--- src/mqsu_pkg.sv ---
/*
 Package for the multiplier/quotient shift unit: opcode fields,
 configuration codes, reset values and the shared word-shift functions.
 Assumes a 32-bit datapath cut into four byte slices.
*/
package mqsu_pkg;
    // ==========================================================
    // Widths and fields
    localparam int DATA_W = 32;
    localparam int INSTR_W = 8;
    localparam int ALU_OP_LSB = 0;
    localparam int SHIFT_OP_LSB = 4;
    localparam logic [DATA_W-1:0] MQ_RESET = 32'h0000_0000;
    localparam logic [DATA_W-1:0] DIVBCD_RESET = 32'h0000_0000;

    // ==========================================================
    // Instruction codes (full byte, bits 17-10)
    localparam logic [7:0] OP_LOAD_DIVBCD = 8'h0f;
    // Upper nibble shift selections
    localparam logic [3:0] SH_LOAD_MQ = 4'hf;
    localparam logic [3:0] SH_MQ_CIRC_LEFT = 4'hd;
    localparam logic [3:0] SH_MQ_LOGIC_LEFT = 4'hc;

    // Lower nibble ALU operations
    typedef enum logic [3:0] {
        ALU_ADD = 4'h1,
        ALU_SUB_RS = 4'h2,
        ALU_SUB_SR = 4'h3,
        ALU_INC_S_NOT = 4'h5,
        ALU_INC_R = 4'h6,
        ALU_INC_S = 4'h4,
        ALU_AND = 4'h8,
        ALU_OR = 4'h9,
        ALU_XOR = 4'ha
    } alu_op_t;

    // Word configuration: byte, halfword or full word
    typedef enum logic [1:0] {
        CFG_W8 = 2'b00,
        CFG_W16 = 2'b01,
        CFG_W32 = 2'b11
    } word_cfg_t;

    // Slice k is the top byte of its word
    function automatic logic word_top(input word_cfg_t cfg,
                                      input int k);
        unique case (cfg)
            CFG_W8: word_top = 1'b1;
            CFG_W16: word_top = (k % 2) == 1;
            default: word_top = (k == 3);
        endcase
    endfunction

    // Slice k is the bottom byte of its word
    function automatic logic word_bot(input word_cfg_t cfg,
                                      input int k);
        unique case (cfg)
            CFG_W8: word_bot = 1'b1;
            CFG_W16: word_bot = (k % 2) == 0;
            default: word_bot = (k == 0);
        endcase
    endfunction

    // One-bit left shift per word; rotate or fill from end-fill pins
    function automatic logic [31:0] mq_left(input logic [31:0] v,
            input word_cfg_t cfg, input logic circ,
            input logic [3:0] fill_n);
        logic [31:0] r;
        int top;
        r = '0;
        top = 0;
        for (int k = 0; k < 4; k++) begin
            r[8*k+1 +: 7] = v[8*k +: 7];
            if (!word_bot(cfg, k)) begin
                r[8*k] = v[8*k-1];
            end else begin
                top = (cfg == CFG_W8) ? k : (cfg == CFG_W16) ? k + 1 : 3;
                // Circular feeds word MSB, logical fills 0 or 1 on the pin of the word's bottom slice
                r[8*k] = circ ? v[8*top+7] : ~fill_n[k];
            end
        end
        mq_left = r;
    endfunction
endpackage

--- src/alu_slice_if.sv ---
/*
 Interface between the shift unit and its ALU core.
 Assumes a single clock domain; purely combinational signals.
*/
`timescale 1ns/10ps
`default_nettype none
interface alu_slice_if;
    import mqsu_pkg::*;
    logic [3:0] op;
    logic [DATA_W-1:0] r_val;
    logic [DATA_W-1:0] s_val;
    logic carry_in;
    logic [DATA_W-1:0] result;
    logic carry_out;
    logic overflow;
    modport core (input op, r_val, s_val, carry_in,
                  output result, carry_out, overflow);
    modport user (output op, r_val, s_val, carry_in,
                  input result, carry_out, overflow);
endinterface
`default_nettype wire

--- src/mul_quot_shift_unit.sv ---
/*
 Multiplier/quotient shift unit: MQ load, circular and logical left
 shifts, divide/BCD load and registered status flags.
 Assumes a microcode controller on mclk_i supplying instruction and
 operands; pin inputs are synchronised here.
*/
`timescale 1ns/10ps
`default_nettype none
module mul_quot_shift_unit
    import mqsu_pkg::*;
(
    // Clock and reset
    input wire logic mclk_i,
    input wire logic reset_n_i,
    // Instruction and operands
    input wire logic [INSTR_W-1:0] instr_i,
    input wire logic [DATA_W-1:0] r_operand_i,
    input wire logic [DATA_W-1:0] second_data_bus_i,
    input wire logic carry_input_i,
    input wire logic [1:0] word_cfg_i,
    // Pins
    input wire logic shift_condition_pin_i,
    input wire logic serial_end_fill_low_n_i,
    input wire logic serial_end_fill_1_n_i,
    input wire logic serial_end_fill_2_n_i,
    input wire logic serial_end_fill_high_n_i,
    // Results
    output logic [DATA_W-1:0] y_o,
    output logic y_valid_o,
    output logic [DATA_W-1:0] mul_quot_reg_o,
    output logic [DATA_W-1:0] div_bcd_o,
    // Status
    output logic zero_o,
    output logic msb_o,
    output logic overflow_flag_o,
    output logic carry_o
);
    // ==========================================================
    // Reset release
    logic [1:0] rst_sync_q;
    logic rst_n;
    always_ff @(posedge mclk_i or negedge reset_n_i) begin
        if (!reset_n_i) begin
            rst_sync_q <= 2'b00;
        end else begin
            rst_sync_q <= {rst_sync_q[0], 1'b1};
        end
    end
    assign rst_n = rst_sync_q[1];

    // ==========================================================
    // Pin synchronisers, two stages each
    logic [4:0] pin_s1_q;
    logic [4:0] pin_s2_q;
    logic [4:0] pin_raw;
    assign pin_raw = {shift_condition_pin_i, serial_end_fill_high_n_i,
                      serial_end_fill_2_n_i, serial_end_fill_1_n_i,
                      serial_end_fill_low_n_i};
    always_ff @(posedge mclk_i or negedge rst_n) begin
        if (!rst_n) begin
            pin_s1_q <= 5'h1f;
            pin_s2_q <= 5'h1f;
        end else begin
            pin_s1_q <= pin_raw;
            pin_s2_q <= pin_s1_q;
        end
    end

    // ==========================================================
    // ALU core
    alu_slice_if alu_bus ();
    alu_core u_alu (
        .a(alu_bus.core)
    );
    logic [3:0] shift_sel;
    assign shift_sel = instr_i[SHIFT_OP_LSB +: 4];
    assign alu_bus.op = instr_i[ALU_OP_LSB +: 4];
    assign alu_bus.r_val = r_operand_i;
    assign alu_bus.s_val = second_data_bus_i;
    assign alu_bus.carry_in = carry_input_i;

    // ==========================================================
    // Instruction decode
    word_cfg_t cfg;
    logic is_divbcd;
    logic is_mq_group;
    logic is_shift;
    logic shift_ok;
    always_comb begin
        cfg = word_cfg_t'(word_cfg_i);
        // The divide/BCD code has a zero upper nibble, so the two
        // decodes never overlap
        is_divbcd = (instr_i == OP_LOAD_DIVBCD);
        is_mq_group = shift_sel inside {SH_LOAD_MQ, SH_MQ_CIRC_LEFT,
                                        SH_MQ_LOGIC_LEFT};
        is_shift = is_mq_group && (shift_sel != SH_LOAD_MQ);
        // A released condition pin reads high through the synchroniser
        shift_ok = pin_s2_q[4];
    end

    // ==========================================================
    // End-fill selection
    // Full-word mode listens to the bottom pin only; code 10 counts as
    // a full word here just as it does in the shifter
    logic [3:0] fill_n;
    always_comb begin
        fill_n = pin_s2_q[3:0];
        if (!(cfg inside {CFG_W8, CFG_W16})) begin
            fill_n[3:1] = 3'b111;
        end
    end

    // ==========================================================
    // Result port: unshifted ALU result and its one-cycle strobe
    logic [DATA_W-1:0] y_d;
    logic [DATA_W-1:0] y_q;
    logic y_valid_d;
    logic y_valid_q;
    always_comb begin
        y_d = y_q;
        y_valid_d = 1'b0;
        if (is_mq_group) begin
            // Delivered whatever the shift condition says
            y_d = alu_bus.result;
            y_valid_d = 1'b1;
        end
    end

    // Register the result port
    always_ff @(posedge mclk_i or negedge rst_n) begin
        if (!rst_n) begin
            y_q <= '0;
            y_valid_q <= 1'b0;
        end else begin
            y_q <= y_d;
            y_valid_q <= y_valid_d;
        end
    end

    // ==========================================================
    // Multiplier/quotient register
    logic [DATA_W-1:0] mq_d;
    logic [DATA_W-1:0] mq_q;
    logic [DATA_W-1:0] shifted;
    always_comb begin
        // Each shift reads the register as it stood before this edge
        shifted = mq_left(mq_q, cfg, shift_sel == SH_MQ_CIRC_LEFT,
                          fill_n);
        mq_d = mq_q;
        if (is_mq_group && shift_sel == SH_LOAD_MQ) begin
            mq_d = alu_bus.result;
        end else if (is_shift && shift_ok) begin
            mq_d = shifted;
        end
    end

    // Register the multiplier/quotient word
    always_ff @(posedge mclk_i or negedge rst_n) begin
        if (!rst_n) begin
            mq_q <= MQ_RESET;
        end else begin
            mq_q <= mq_d;
        end
    end

    // ==========================================================
    // Divide/BCD flip-flops
    logic [DATA_W-1:0] dbcd_d;
    logic [DATA_W-1:0] dbcd_q;
    always_comb begin
        dbcd_d = dbcd_q;
        if (is_divbcd) begin
            // Straight from the bus, past the ALU and the MQ shifter
            dbcd_d = second_data_bus_i;
        end
    end

    // Register the divide/BCD word
    always_ff @(posedge mclk_i or negedge rst_n) begin
        if (!rst_n) begin
            dbcd_q <= DIVBCD_RESET;
        end else begin
            dbcd_q <= dbcd_d;
        end
    end

    // ==========================================================
    // Status flags
    logic zero_d;
    logic zero_q;
    logic msb_d;
    logic msb_q;
    logic ovr_d;
    logic ovr_q;
    logic carry_d;
    logic carry_q;
    always_comb begin
        zero_d = zero_q;
        msb_d = msb_q;
        ovr_d = ovr_q;
        carry_d = carry_q;
        if (is_divbcd) begin
            // Divide/BCD load reports a clean status
            zero_d = 1'b0;
            msb_d = 1'b0;
            ovr_d = 1'b0;
            carry_d = 1'b0;
        end else if (is_mq_group) begin
            // No shifter sits on the result path in these operations,
            // so the unshifted result is also the post-shift value
            carry_d = alu_bus.carry_out;
            ovr_d = alu_bus.overflow;
            zero_d = (alu_bus.result == '0);
            msb_d = alu_bus.result[DATA_W-1];
        end
    end

    // Register the status flags
    always_ff @(posedge mclk_i or negedge rst_n) begin
        if (!rst_n) begin
            zero_q <= 1'b0;
            msb_q <= 1'b0;
            ovr_q <= 1'b0;
            carry_q <= 1'b0;
        end else begin
            zero_q <= zero_d;
            msb_q <= msb_d;
            ovr_q <= ovr_d;
            carry_q <= carry_d;
        end
    end

    // Outputs straight from flip-flops
    assign y_o = y_q;
    assign y_valid_o = y_valid_q;
    assign mul_quot_reg_o = mq_q;
    assign div_bcd_o = dbcd_q;
    assign zero_o = zero_q;
    assign msb_o = msb_q;
    assign overflow_flag_o = ovr_q;
    assign carry_o = carry_q;
endmodule
`default_nettype wire

--- src/alu_core.sv ---
/*
 Combinational ALU core for the lower instruction nibble.
 Assumes operands and carry are stable in the calling cycle.
*/
`timescale 1ns/10ps
`default_nettype none
module alu_core
    import mqsu_pkg::*;
(
    alu_slice_if.core a
);
    // ==========================================================
    // Operation select with carry and signed overflow
    logic [DATA_W:0] sum;
    logic [DATA_W-1:0] x;
    logic [DATA_W-1:0] y;
    always_comb begin
        x = a.r_val;
        y = a.s_val;
        unique case (alu_op_t'(a.op))
            ALU_SUB_RS: y = ~a.s_val;
            ALU_SUB_SR: x = ~a.r_val;
            ALU_INC_R: y = '0;
            ALU_INC_S: x = '0;
            ALU_INC_S_NOT: begin
                x = '0;
                y = ~a.s_val;
            end
            default: ;
        endcase
        sum = {1'b0, x} + {1'b0, y} + {{DATA_W{1'b0}}, a.carry_in};
        a.result = sum[DATA_W-1:0];
        a.carry_out = sum[DATA_W];
        a.overflow = (x[DATA_W-1] == y[DATA_W-1])
            && (sum[DATA_W-1] != x[DATA_W-1]);
        unique case (alu_op_t'(a.op))
            ALU_AND: a.result = a.r_val & a.s_val;
            ALU_OR: a.result = a.r_val | a.s_val;
            ALU_XOR: a.result = a.r_val ^ a.s_val;
            default: ;
        endcase
        if (a.op inside {ALU_AND, ALU_OR, ALU_XOR}) begin
            a.carry_out = 1'b0;
            a.overflow = 1'b0;
        end
    end
endmodule
`default_nettype wire

--- config.mk ---
export PLATFORM = sky130hd
export DESIGN_NAME = mul_quot_shift_unit
export DESIGN_NICKNAME = d
export VERILOG_FILES = /design/src/mqsu_pkg.sv /design/src/alu_slice_if.sv /design/src/mul_quot_shift_unit.sv /design/src/alu_core.sv
export SDC_FILE = /design/constraint.sdc
export NUM_CORES = 1
export LEC_CHECK = 0
export BUFFER_PORTS_ARGS = -buffer_cell sky130_fd_sc_hd__buf_2
export CORE_MARGIN = 2
export CORE_UTILIZATION = 61
export DETAILED_ROUTE_END_ITERATION = 8
export PLACE_DENSITY = 0.87
export REMOVE_ABC_BUFFERS = 1
export SYNTH_ARGS = -nofsm -noshare
export SYNTH_HDL_FRONTEND = slang
export SYNTH_SLANG_ARGS = --single-unit
--- constraint.sdc ---
create_clock -name mclk_i -period 5.75 [get_ports mclk_i]
set_clock_uncertainty 0.15 [all_clocks]
set_input_delay 0.575 -clock mclk_i [delete_from_list [all_inputs] [get_ports mclk_i]]
set_output_delay 0.575 -clock mclk_i [all_outputs]
set_load 0.1 [all_outputs]
==> impl_summary.log, run 1 <==
[metrics] run status: completed
[metrics] clock edge transition at the registers on the reported setup and hold paths: 0.06 ns
[metrics] top cell types by occurrence after synthesis: 219 x nand2_1, 166 x o21ai_0, 103 x dfrtp_1
[metrics] area of the die: 0.01609 sq mm
[metrics] async set-or-reset flop fraction in the synthesized netlist: 1.000
[metrics] post-synthesis cell type count: 88
[metrics] Max Fanout on Critical Path: 20
[metrics] I/O Pins: 183
[metrics] count of port buffers added during placement: 182
[metrics] total number of yosys warnings: 0
[metrics] ANT nets after route: 0
[metrics] biggest area contributors in the synthesized netlist: dfrtp_1 28%, ha_1 13%, o21ai_0 9.0%
[metrics] post-synthesis instance area: 0.009204 sq mm
[metrics] ratio of total power to cell area: 401.0 mW/mm^2
[metrics] initial antenna violation count: 1
[metrics] cell-by-cell trace of the critical path: buf_2 -> nand2_1 -> mux2i_1 -> nand2b_1 -> buf_4 -> nand2_1 -> o21ai_0 -> ha_1 -> a21o_4 -> a311oi_1 -> o21ai_1 -> and3_1 -> a21oi_1 -> o211a_1 -> nand4bb_1 -> nand4b_1 -> nor4_1 -> a31o_1
[metrics] post-synthesis cell count: 1,147
[metrics] worst-case clock buffer depth: 2
[metrics] kind of end point of the critical path: flop
[metrics] Comb power frac: 0.520
[metrics] transition time of the tightest slew-check pin: 0.9737 ns
[metrics] Filler cells: 1,192
[metrics] share of the clock period used by the worst path after layout: 0.8200
[metrics] share of power burned in the clock network: 0.231
[metrics] required time at the endpoint of the critical path: 5.95 ns
[metrics] post-route minimum period: 4.715 ns
[metrics] static leakage: 0.005552 uW
[metrics] number of CTS-inserted buffers: 17
[metrics] fraction of layout cells with a size suffix above 1: 0.2063
[metrics] clock latency on the worst-skew pair: 0.42 ns
[metrics] part of the power in registers: 0.249
[metrics] die extent in y: 126.8 um
[metrics] Worst Hold Class: in2reg
[metrics] total met2 wirelength after detailed routing: 13,730 um
[metrics] slowest CP cell: ha_1
[metrics] nature of the critical path startpoint: input pin
[metrics] routed via count: 9,168
[metrics] max frequency: 212.1 MHz
[metrics] effective utilization at floorplan: 0.6285
[metrics] summed negative setup slack over all endpoints: 0 ns
[metrics] detailed placement HPWL: 21,660 um
[metrics] Via density: 6.157
[metrics] Wirelength per Cell: 19.46 um
[metrics] slowest cell delay on critical path: 0.46 ns
[metrics] Clk Tree Root Cell: clkbuf_16
[metrics] total of flip-flops plus latches after synthesis: 113
[metrics] post-synth top area share: 0.2800
[metrics] number of max-slew violations in the final report: 0
[metrics] number of global-route vias before repair: 8,736
[metrics] Cell Rows: 44
[metrics] top routing layer in use: met4
[metrics] Top FF cell, synth: dfrtp_1
[metrics] most repeated library cell on the critical path: nand2_1
[metrics] final hold viol count: 0
[metrics] final core area utilization: 0.7305
[metrics] floorplan die width: 126.8 um
[metrics] RSZ-0062 raised after global routing: false
[metrics] Arrival @ worst endpoint: 4.92 ns
[metrics] cell type with the highest aggregate area in the netlist: dfrtp_1
[metrics] level count of the clock H-tree: 4
[metrics] number of cells on the worst reg-to-reg path: 1
[metrics] leading cell type by number of instances after synthesis: nand2_1
[metrics] met3 wirelength from detailed routing: 1884 um
[metrics] clock tree from TritonCTS: yes
[metrics] clock net sink count: 113
[metrics] last weighted congestion value of the routability-driven placer: 0.9869
[metrics] part of the Yosys area used for sequential elements: 0.3086
[metrics] post-synthesis to final-layout area growth: 16.23%
[metrics] met1 wire length: 12,270 um
[metrics] Cell Int Power: 1962 uW
[metrics] number of gates given a new drive strength after cts: 0
[metrics] core area: 0.01464 sq mm
[metrics] switching pwr: 2328 uW
[metrics] Rel. slew slack: 0.3508
[metrics] fin nets: 1,470
[metrics] Worst Hold Depth: 1
[metrics] first-pass GRT wire length: 46,430 um
[metrics] global-route usage over all layers: 0.3621
[metrics] start-to-end type of the worst setup path: in2reg
[metrics] number of iterations in the first detailed-routing pass: 8
[metrics] synthesized area divided by synthesized cell count: 8.024 sq um
[metrics] pin count of the biggest net entering global routing: 79
[metrics] worst ir drop on vdd: 0.4371 mV
[metrics] drt total wl: 28,970 um
[metrics] Max-cap violations: 0
[metrics] First DRT Iteration DRCs: 763
[metrics] number of flops mapped to enable cells by yosys: 0
[metrics] setup violators final: 0
[metrics] leftover overflow at the end of global routing: 0
[metrics] Residual DRC: 0
[metrics] Net Sw Frac: 0.5427
-- layer usage --
metal | up-vias | GRT usage
met5 | - | 0
met4 | 0 | 0.1467
met3 | 71 | 0.05989
met2 | 411 | 0.5930
met1 | 4346 | 0.4802
li1 | 4340 | -
-- cells in the final DEF, fill, tap and decap left out, types with 5 or more instances in the layout --
| master | n |
|---|---|
| o211a_1 | 5 |
| o31ai_1 | 6 |
| o22ai_1 | 19 |
| nand2b_1 | 5 |
| o21ai_1 | 6 |
| o211ai_1 | 7 |
| o21a_1 | 8 |
| buf_4 | 15 |
| nand2_1 | 219 |
| nor2_1 | 51 |
| clkbuf_16 | 17 |
| inv_1 | 76 |
| a211oi_1 | 10 |
| ha_1 | 95 |
| a22oi_1 | 12 |
| a32oi_1 | 5 |
| and3_1 | 5 |
| nand4_1 | 16 |
| a21oi_1 | 57 |
| dfrtp_1 | 102 |
| buf_2 | 182 |
| xor2_1 | 8 |
| xnor2_1 | 12 |
| dfstp_2 | 10 |
| a21o_1 | 10 |
| mux2i_1 | 39 |
| a31oi_1 | 8 |
| nor3_1 | 9 |
| nand3_1 | 14 |
| o21ai_0 | 166 |
-- registers in the layout, summed over array words and instances, names as in the netlist, 2 cells and up --
signal	cells
div_bcd_o	32
mul_quot_reg_o	32
y_o	32
pin_s1_q	5
pin_s2_q	5
rst_sync_q	2
-- final cells by class --
cell class | count | area [sq um] | share of cell area
Multi-Input combinational cell | 885 | 5763 | 0.5387
Sequential cell | 113 | 2844 | 0.2658
Timing Repair Buffer | 198 | 1033 | 0.09661
Clock buffer | 19 | 432.9 | 0.04047
Inverter | 76 | 285.3 | 0.02667
Tap cell | 184 | 230.2 | 0.02152
Clock inverter | 13 | 106.4 | 0.009941
Antenna cell | 1 | 2.502 | 0.0002339
-- kinds of logic after synthesis --
| kind of cell | share of synthesized area |
|---|---|
| compound gates | 0.2569 |
| simple gates | 0.1678 |
| buf+inv | 0.06647 |
| flops | 0.3086 |
| fa+ha+maj | 0.1335 |
| mux | 0.04731 |
| xor+xnor | 0.01903 |
| other cells | 0.0004074 |
-- worst paths after layout --
path	start	endpoint	slack, ns
setup reg to reg	rst_sync_q[1]$_DFF_PN0_	y_o[27]$_DFFE_PN0P_	3.96
min in group asynchronous	rst_sync_q[1]$_DFF_PN0_	y_o[13]$_DFFE_PN0P_	0.13
max in group asynchronous	rst_sync_q[1]$_DFF_PN0_	y_o[27]$_DFFE_PN0P_	3.96
setup / recovery	instr_i[0]	zero_o$_DFFE_PN0P_	1.03
hold / removal	shift_condition_pin_i	pin_s1_q[4]$_DFF_PN1_	0.11
hold reg to reg	rst_sync_q[1]$_DFF_PN0_	y_o[13]$_DFFE_PN0P_	0.13
-- power groups by stage --
| stage | clock (uW) | combinational (uW) | sequential [uW] |
|---|---|---|---|
| 2_1_floorplan | 0 | 634 | 2160 |
| 3_3_place_gp | 0 | 2190 | 1070 |
| 3_5_place_dp | 0 | 2210 | 1070 |
| 4_1_cts | 995 | 2220 | 1060 |
| 5_1_grt | 1030 | 2340 | 1090 |
| 6_report | 990 | 2230 | 1070 |
-- per-stage QoR --
| stage | total power, uW | hold WS, ns | instances | worst slack (ns) | area (sq um) |
|---|---|---|---|---|---|
| 3_3_place_gp | 3257 | 0.1405 | 1455 | 0.9106 | 10150 |
| 4_1_cts | 4276 | 0.1003 | 1488 | 1.205 | 10700 |
| 6_report | 4290 | 0.1068 | 1489 | 1.035 | 10700 |
| 5_1_grt | 4461 | 0.09348 | 1489 | 0.7555 | 10700 |
| 3_5_place_dp | 3279 | 0.1486 | 1455 | 0.7846 | 10150 |
| 2_1_floorplan | 2799 | 0.1294 | 1074 | 1.419 | 8877 |
-- worst max-delay path, delay by kind of cell --
kind	cells	cell delay [ns]
adder cells (fa/ha/maj)	1	0.46
multiplexers	1	0.16
buffers and inverters	2	0.59
AND/OR/NAND/NOR	7	1.43
AO/OA/AOI/OAI	7	1.68
-- timing repair --
item	in CTS	in global routing
buffers inserted	0	0
hold endpoints to repair	2	0
hold buffers	1	0
(Power assumes the default switching activity.)
==> inputs of run 2 (changes only) <==
ABC_AREA = 1   (was not set)
CORE_UTILIZATION = 52   (was 61)
PLACE_DENSITY = 0.79   (was 0.87)
clock period = 4.2 ns   (was 5.75 ns; I/O delays follow)
==> run 2 against run 1 <==
  * Non-clock buffer count rose by 9
  * Synthesized cell count up 26%
  * Sequential share of layout area down 1.7 points
  * Critical path depth up 7
  * Sequential power rose by 33%
  * Clock-buffer cell count down 1
  * Largest power group unchanged
  * Hold slack improved by 0.043 ns
  * Highest routed layer unchanged
  * Via count rose by 12%
  * Cell area increased by 6.7%
  * Global-route usage fell by 3.2 points
==> impl_summary.log, run 2 <==
[metrics] I/O Pins: 183 (unchanged)
[metrics] pin count of the biggest net entering global routing: 47 (was 79)
[metrics] Arrival @ worst endpoint: 3.83 ns (was 4.92 ns)
[metrics] post-route minimum period: 3.608 ns
[metrics] area of placed instances: 0.01074 sq mm (was 0.01015 sq mm)
[metrics] ratio of total power to cell area: 505.3 mW/mm^2 (was 401.0 mW/mm^2)
[metrics] run status: completed (unchanged)
[metrics] cell area after layout: 0.01141 sq mm (was 0.01070 sq mm)
[metrics] global-route usage over all layers: 0.3298 (was 0.3621)
[metrics] part of the Yosys area used for sequential elements: 0.2975 (was 0.3086)
[metrics] clock latency on the worst-skew pair: 0.42 ns (about the same)
[metrics] detailed placement HPWL: 23,950 um (was 21,660 um)
[metrics] number of max-slew violations in the final report: 0 (unchanged)
[metrics] share of the clock period used by the worst path after layout: 0.8590
[metrics] leading cell type by number of instances after synthesis: nand2_1 (unchanged)
[metrics] clock edge transition at the registers on the reported setup and hold paths: 0.07 ns (was 0.06 ns)
[metrics] Clk Tree Root Cell: clkbuf_16 (unchanged)
[metrics] final hold viol count: 0 (unchanged)
[metrics] number of iterations in the first detailed-routing pass: 6 (was 8)
[metrics] ANT nets after route: 0 (unchanged)
[metrics] nature of the critical path startpoint: input pin (unchanged)
[metrics] fin nets: 1,806 (was 1,470)
[metrics] first-pass GRT wire length: 50,740 um (was 46,430 um)
[metrics] number of gates given a new drive strength after cts: 0 (unchanged)
[metrics] Top FF cell, synth: dfrtp_1 (unchanged)
[metrics] required time at the endpoint of the critical path: 4.42 ns (was 5.95 ns)
[metrics] kind of end point of the critical path: flop (unchanged)
[metrics] post-synthesis to final-layout area growth: 19.51% (was 16.23%)
[metrics] async set-or-reset flop fraction in the synthesized netlist: 1.000 (unchanged)
[metrics] initial antenna violation count: 0 (was 1)
[metrics] worst ir drop on vdd: 0.5549 mV (was 0.4371 mV)
[metrics] power after layout: 5766 uW (was 4290 uW)
[metrics] hold slack final: 0.1494 ns (was 0.1068 ns)
[metrics] start-to-end type of the worst setup path: in2reg (unchanged)
[metrics] count of port buffers added during placement: 182 (unchanged)
[metrics] top library cells by usage in the layout, fill and taps aside: 454 x nand2_1, 226 x inv_1, 182 x buf_2 (was 219 x nand2_1, 182 x buf_2, 166 x o21ai_0)
[metrics] count of inserted antenna diode cells: 0 (was 1)
[metrics] post-synthesis instance area: 0.009548 sq mm (was 0.009204 sq mm)
[metrics] biggest area contributors in the synthesized netlist: dfrtp_1 27%, nand2_1 18%, ha_1 12% (was dfrtp_1 28%, ha_1 13%, o21ai_0 9.0%)
[metrics] synthesized area divided by synthesized cell count: 6.589 sq um (was 8.024 sq um)
[metrics] Post-CTS Setup Inserts: 0 (unchanged)
[metrics] transition time of the tightest slew-check pin: 0.9182 ns (was 0.9737 ns)
[metrics] fraction of layout cells with a size suffix above 1: 0.1701 (was 0.2063)
[metrics] post-synth top area share: 0.2700 (was 0.2800)
[metrics] routed via count: 10,230 (was 9,168)
[metrics] top cell types by occurrence after synthesis: 454 x nand2_1, 226 x inv_1, 157 x o21ai_0 (was 219 x nand2_1, 166 x o21ai_0, 103 x dfrtp_1)
[metrics] Residual DRC: 0 (unchanged)
[metrics] area of the die: 0.01946 sq mm (was 0.01609 sq mm)
[metrics] number of global-route vias before repair: 9,581 (was 8,736)
[metrics] most frequent standard cell in the layout excluding fill and tap cells: nand2_1 (unchanged)
[metrics] Rel. slew slack: 0.3864 (was 0.3508)
[metrics] max frequency: 277.2 MHz
[metrics] drt total wl: 32,060 um (was 28,970 um)
[metrics] Max-cap violations: 0 (unchanged)
[metrics] clock net sink count: 113 (unchanged)
[metrics] Wirelength per Cell: 17.15 um (was 19.46 um)
[metrics] cell type with the highest aggregate area in the netlist: dfrtp_1 (unchanged)
[metrics] level count of the clock H-tree: 4 (unchanged)
[metrics] clock tree from TritonCTS: yes (unchanged)
[metrics] total number of yosys warnings: 0 (unchanged)
[metrics] post-synthesis cell type count: 46 (was 88)
[metrics] final core area utilization: 0.6352 (was 0.7305)
[metrics] static leakage: 0.006311 uW (was 0.005552 uW)
[metrics] effective utilization at floorplan: 0.5315 (was 0.6285)
[metrics] RSZ-0062 raised after global routing: false (unchanged)
[metrics] Cell Rows: 49 (was 44)
[metrics] First DRT Iteration DRCs: 781 (was 763)
[metrics] Via density: 5.471 (was 6.157)
[metrics] core area: 0.01796 sq mm (was 0.01464 sq mm)
[metrics] leftover overflow at the end of global routing: 0 (unchanged)
[metrics] Worst Hold Class: in2async (was in2reg)
[metrics] summed negative setup slack over all endpoints: 0 ns (unchanged)
[metrics] die extent in y: 139.5 um (was 126.8 um)
[metrics] setup violators final: 0 (unchanged)
[metrics] number of CTS-inserted buffers: 17 (unchanged)
[metrics] worst-case clock buffer depth: 2 (unchanged)
[metrics] Max Fanout on Critical Path: 32 (was 20)
[metrics] last weighted congestion value of the routability-driven placer: 0.9800 (was 0.9869)
[metrics] number of flops mapped to enable cells by yosys: 0 (unchanged)
[metrics] post-synthesis cell count: 1,449 (was 1,147)
[metrics] total of flip-flops plus latches after synthesis: 113 (unchanged)
[metrics] floorplan die width: 139.5 um (was 126.8 um)
-- run 2: cell types whose count changed in the layout (fill, tap and decap cells not counted), sizes merged, moves of 15 or more --
cell and change:
nand2 +240, mux2i -39, o21ai -15, nor2 +72
nand3 +50, inv +151
-- run 2: metrics by stage --
stage,cells,setup slack (ns)
6_report,1869,0.5920
5_1_grt,1869,0.3192
4_1_cts,1869,0.6415
3_5_place_dp,1831,0.2127
3_3_place_gp,1831,0.2793
2_1_floorplan,1401,-1.023
-- run 2: final timing paths --
kind	from	end	slack, ns	cells past startpoint
max	instr_i[0]	zero_o$_DFFE_PN0P_	0.59	25
max in group asynchronous	rst_sync_q[1]$_DFF_PN0_	pin_s1_q[4]$_DFF_PN1_	2.79	1
min in group mclk_i	second_data_bus_i[0]	div_bcd_o[0]$_DFFE_PN0N_	0.18	3
min reg2reg	rst_sync_q[1]$_DFF_PN0_	mul_quot_reg_o[28]$_DFFE_PN0P_	0.15	0
max reg2reg	pin_s2_q[4]$_DFF_PN1_	mul_quot_reg_o[24]$_DFFE_PN0P_	2.26	6
min	reset_n_i	rst_sync_q[1]$_DFF_PN0_	0.15	2
-- run 2: routing by layer --
metal / wire (um) / track usage / up-vias
li1: - / - / 5005
met1: 14660 / 0.4666 / 4688
met2: 13960 / 0.5111 / 472
met3: 2633 / 0.06160 / 61
met4: 810 / 0.1074 / 0
met5: 0 / 0 / -
-- run 2: area by class of cell --
class | instances | area, sq um
fillers | 1661 | 6553
flip-flops and latches | 113 | 2844
repair buffers | 207 | 1151
inverters | 231 | 869.6
clock buffers | 18 | 429.2
clock inverters | 14 | 182.7
well taps | 229 | 286.5
multi-input cells | 1057 | 5648
-- run 2: timing repair --
item / 4_1_cts / 5_1_grt
hold buffers: 6 / 0
hold endpoints to repair: 7 / 0
setup endpoints to repair: 0 / 0
-- run 2: cells by family after synthesis --
group | count (synthesis) | synth area share
fa+ha+maj | 97 | 0.1287
other cells | 1 | 0.0003928
compound gates | 274 | 0.1642
flops | 113 | 0.2975
xor+xnor | 1 | 0.0009175
simple gates | 684 | 0.2952
buf+inv | 279 | 0.1131
-- run 2: where the power goes --
part / switching (uW) / internal, uW
Sequential: 141 / 1280
Clock: 599 / 942
Combinational: 2270 / 532
Total: 3010 / 2760
-- run 2: critical path, cell delays in order --
cell and delay (ns):
buf_2 0.10, inv_1 0.12, nand2_1 0.14, inv_1 0.10, nand2_1 0.05, nand2_1 0.10
buf_12 0.21, o21ai_0 0.13, fa_1 0.39, inv_1 0.15, fa_1 0.24, nand2_1 0.08
nand2_1 0.12, nand3_1 0.12, nand2_2 0.14, nand2_2 0.07, nand2_2 0.07, nand2_1 0.09
nand3_1 0.11, nand2_1 0.06, a21oi_1 0.40, nand2_1 0.14, nor2_1 0.11, nand3_1 0.08
nand2_1 0.06
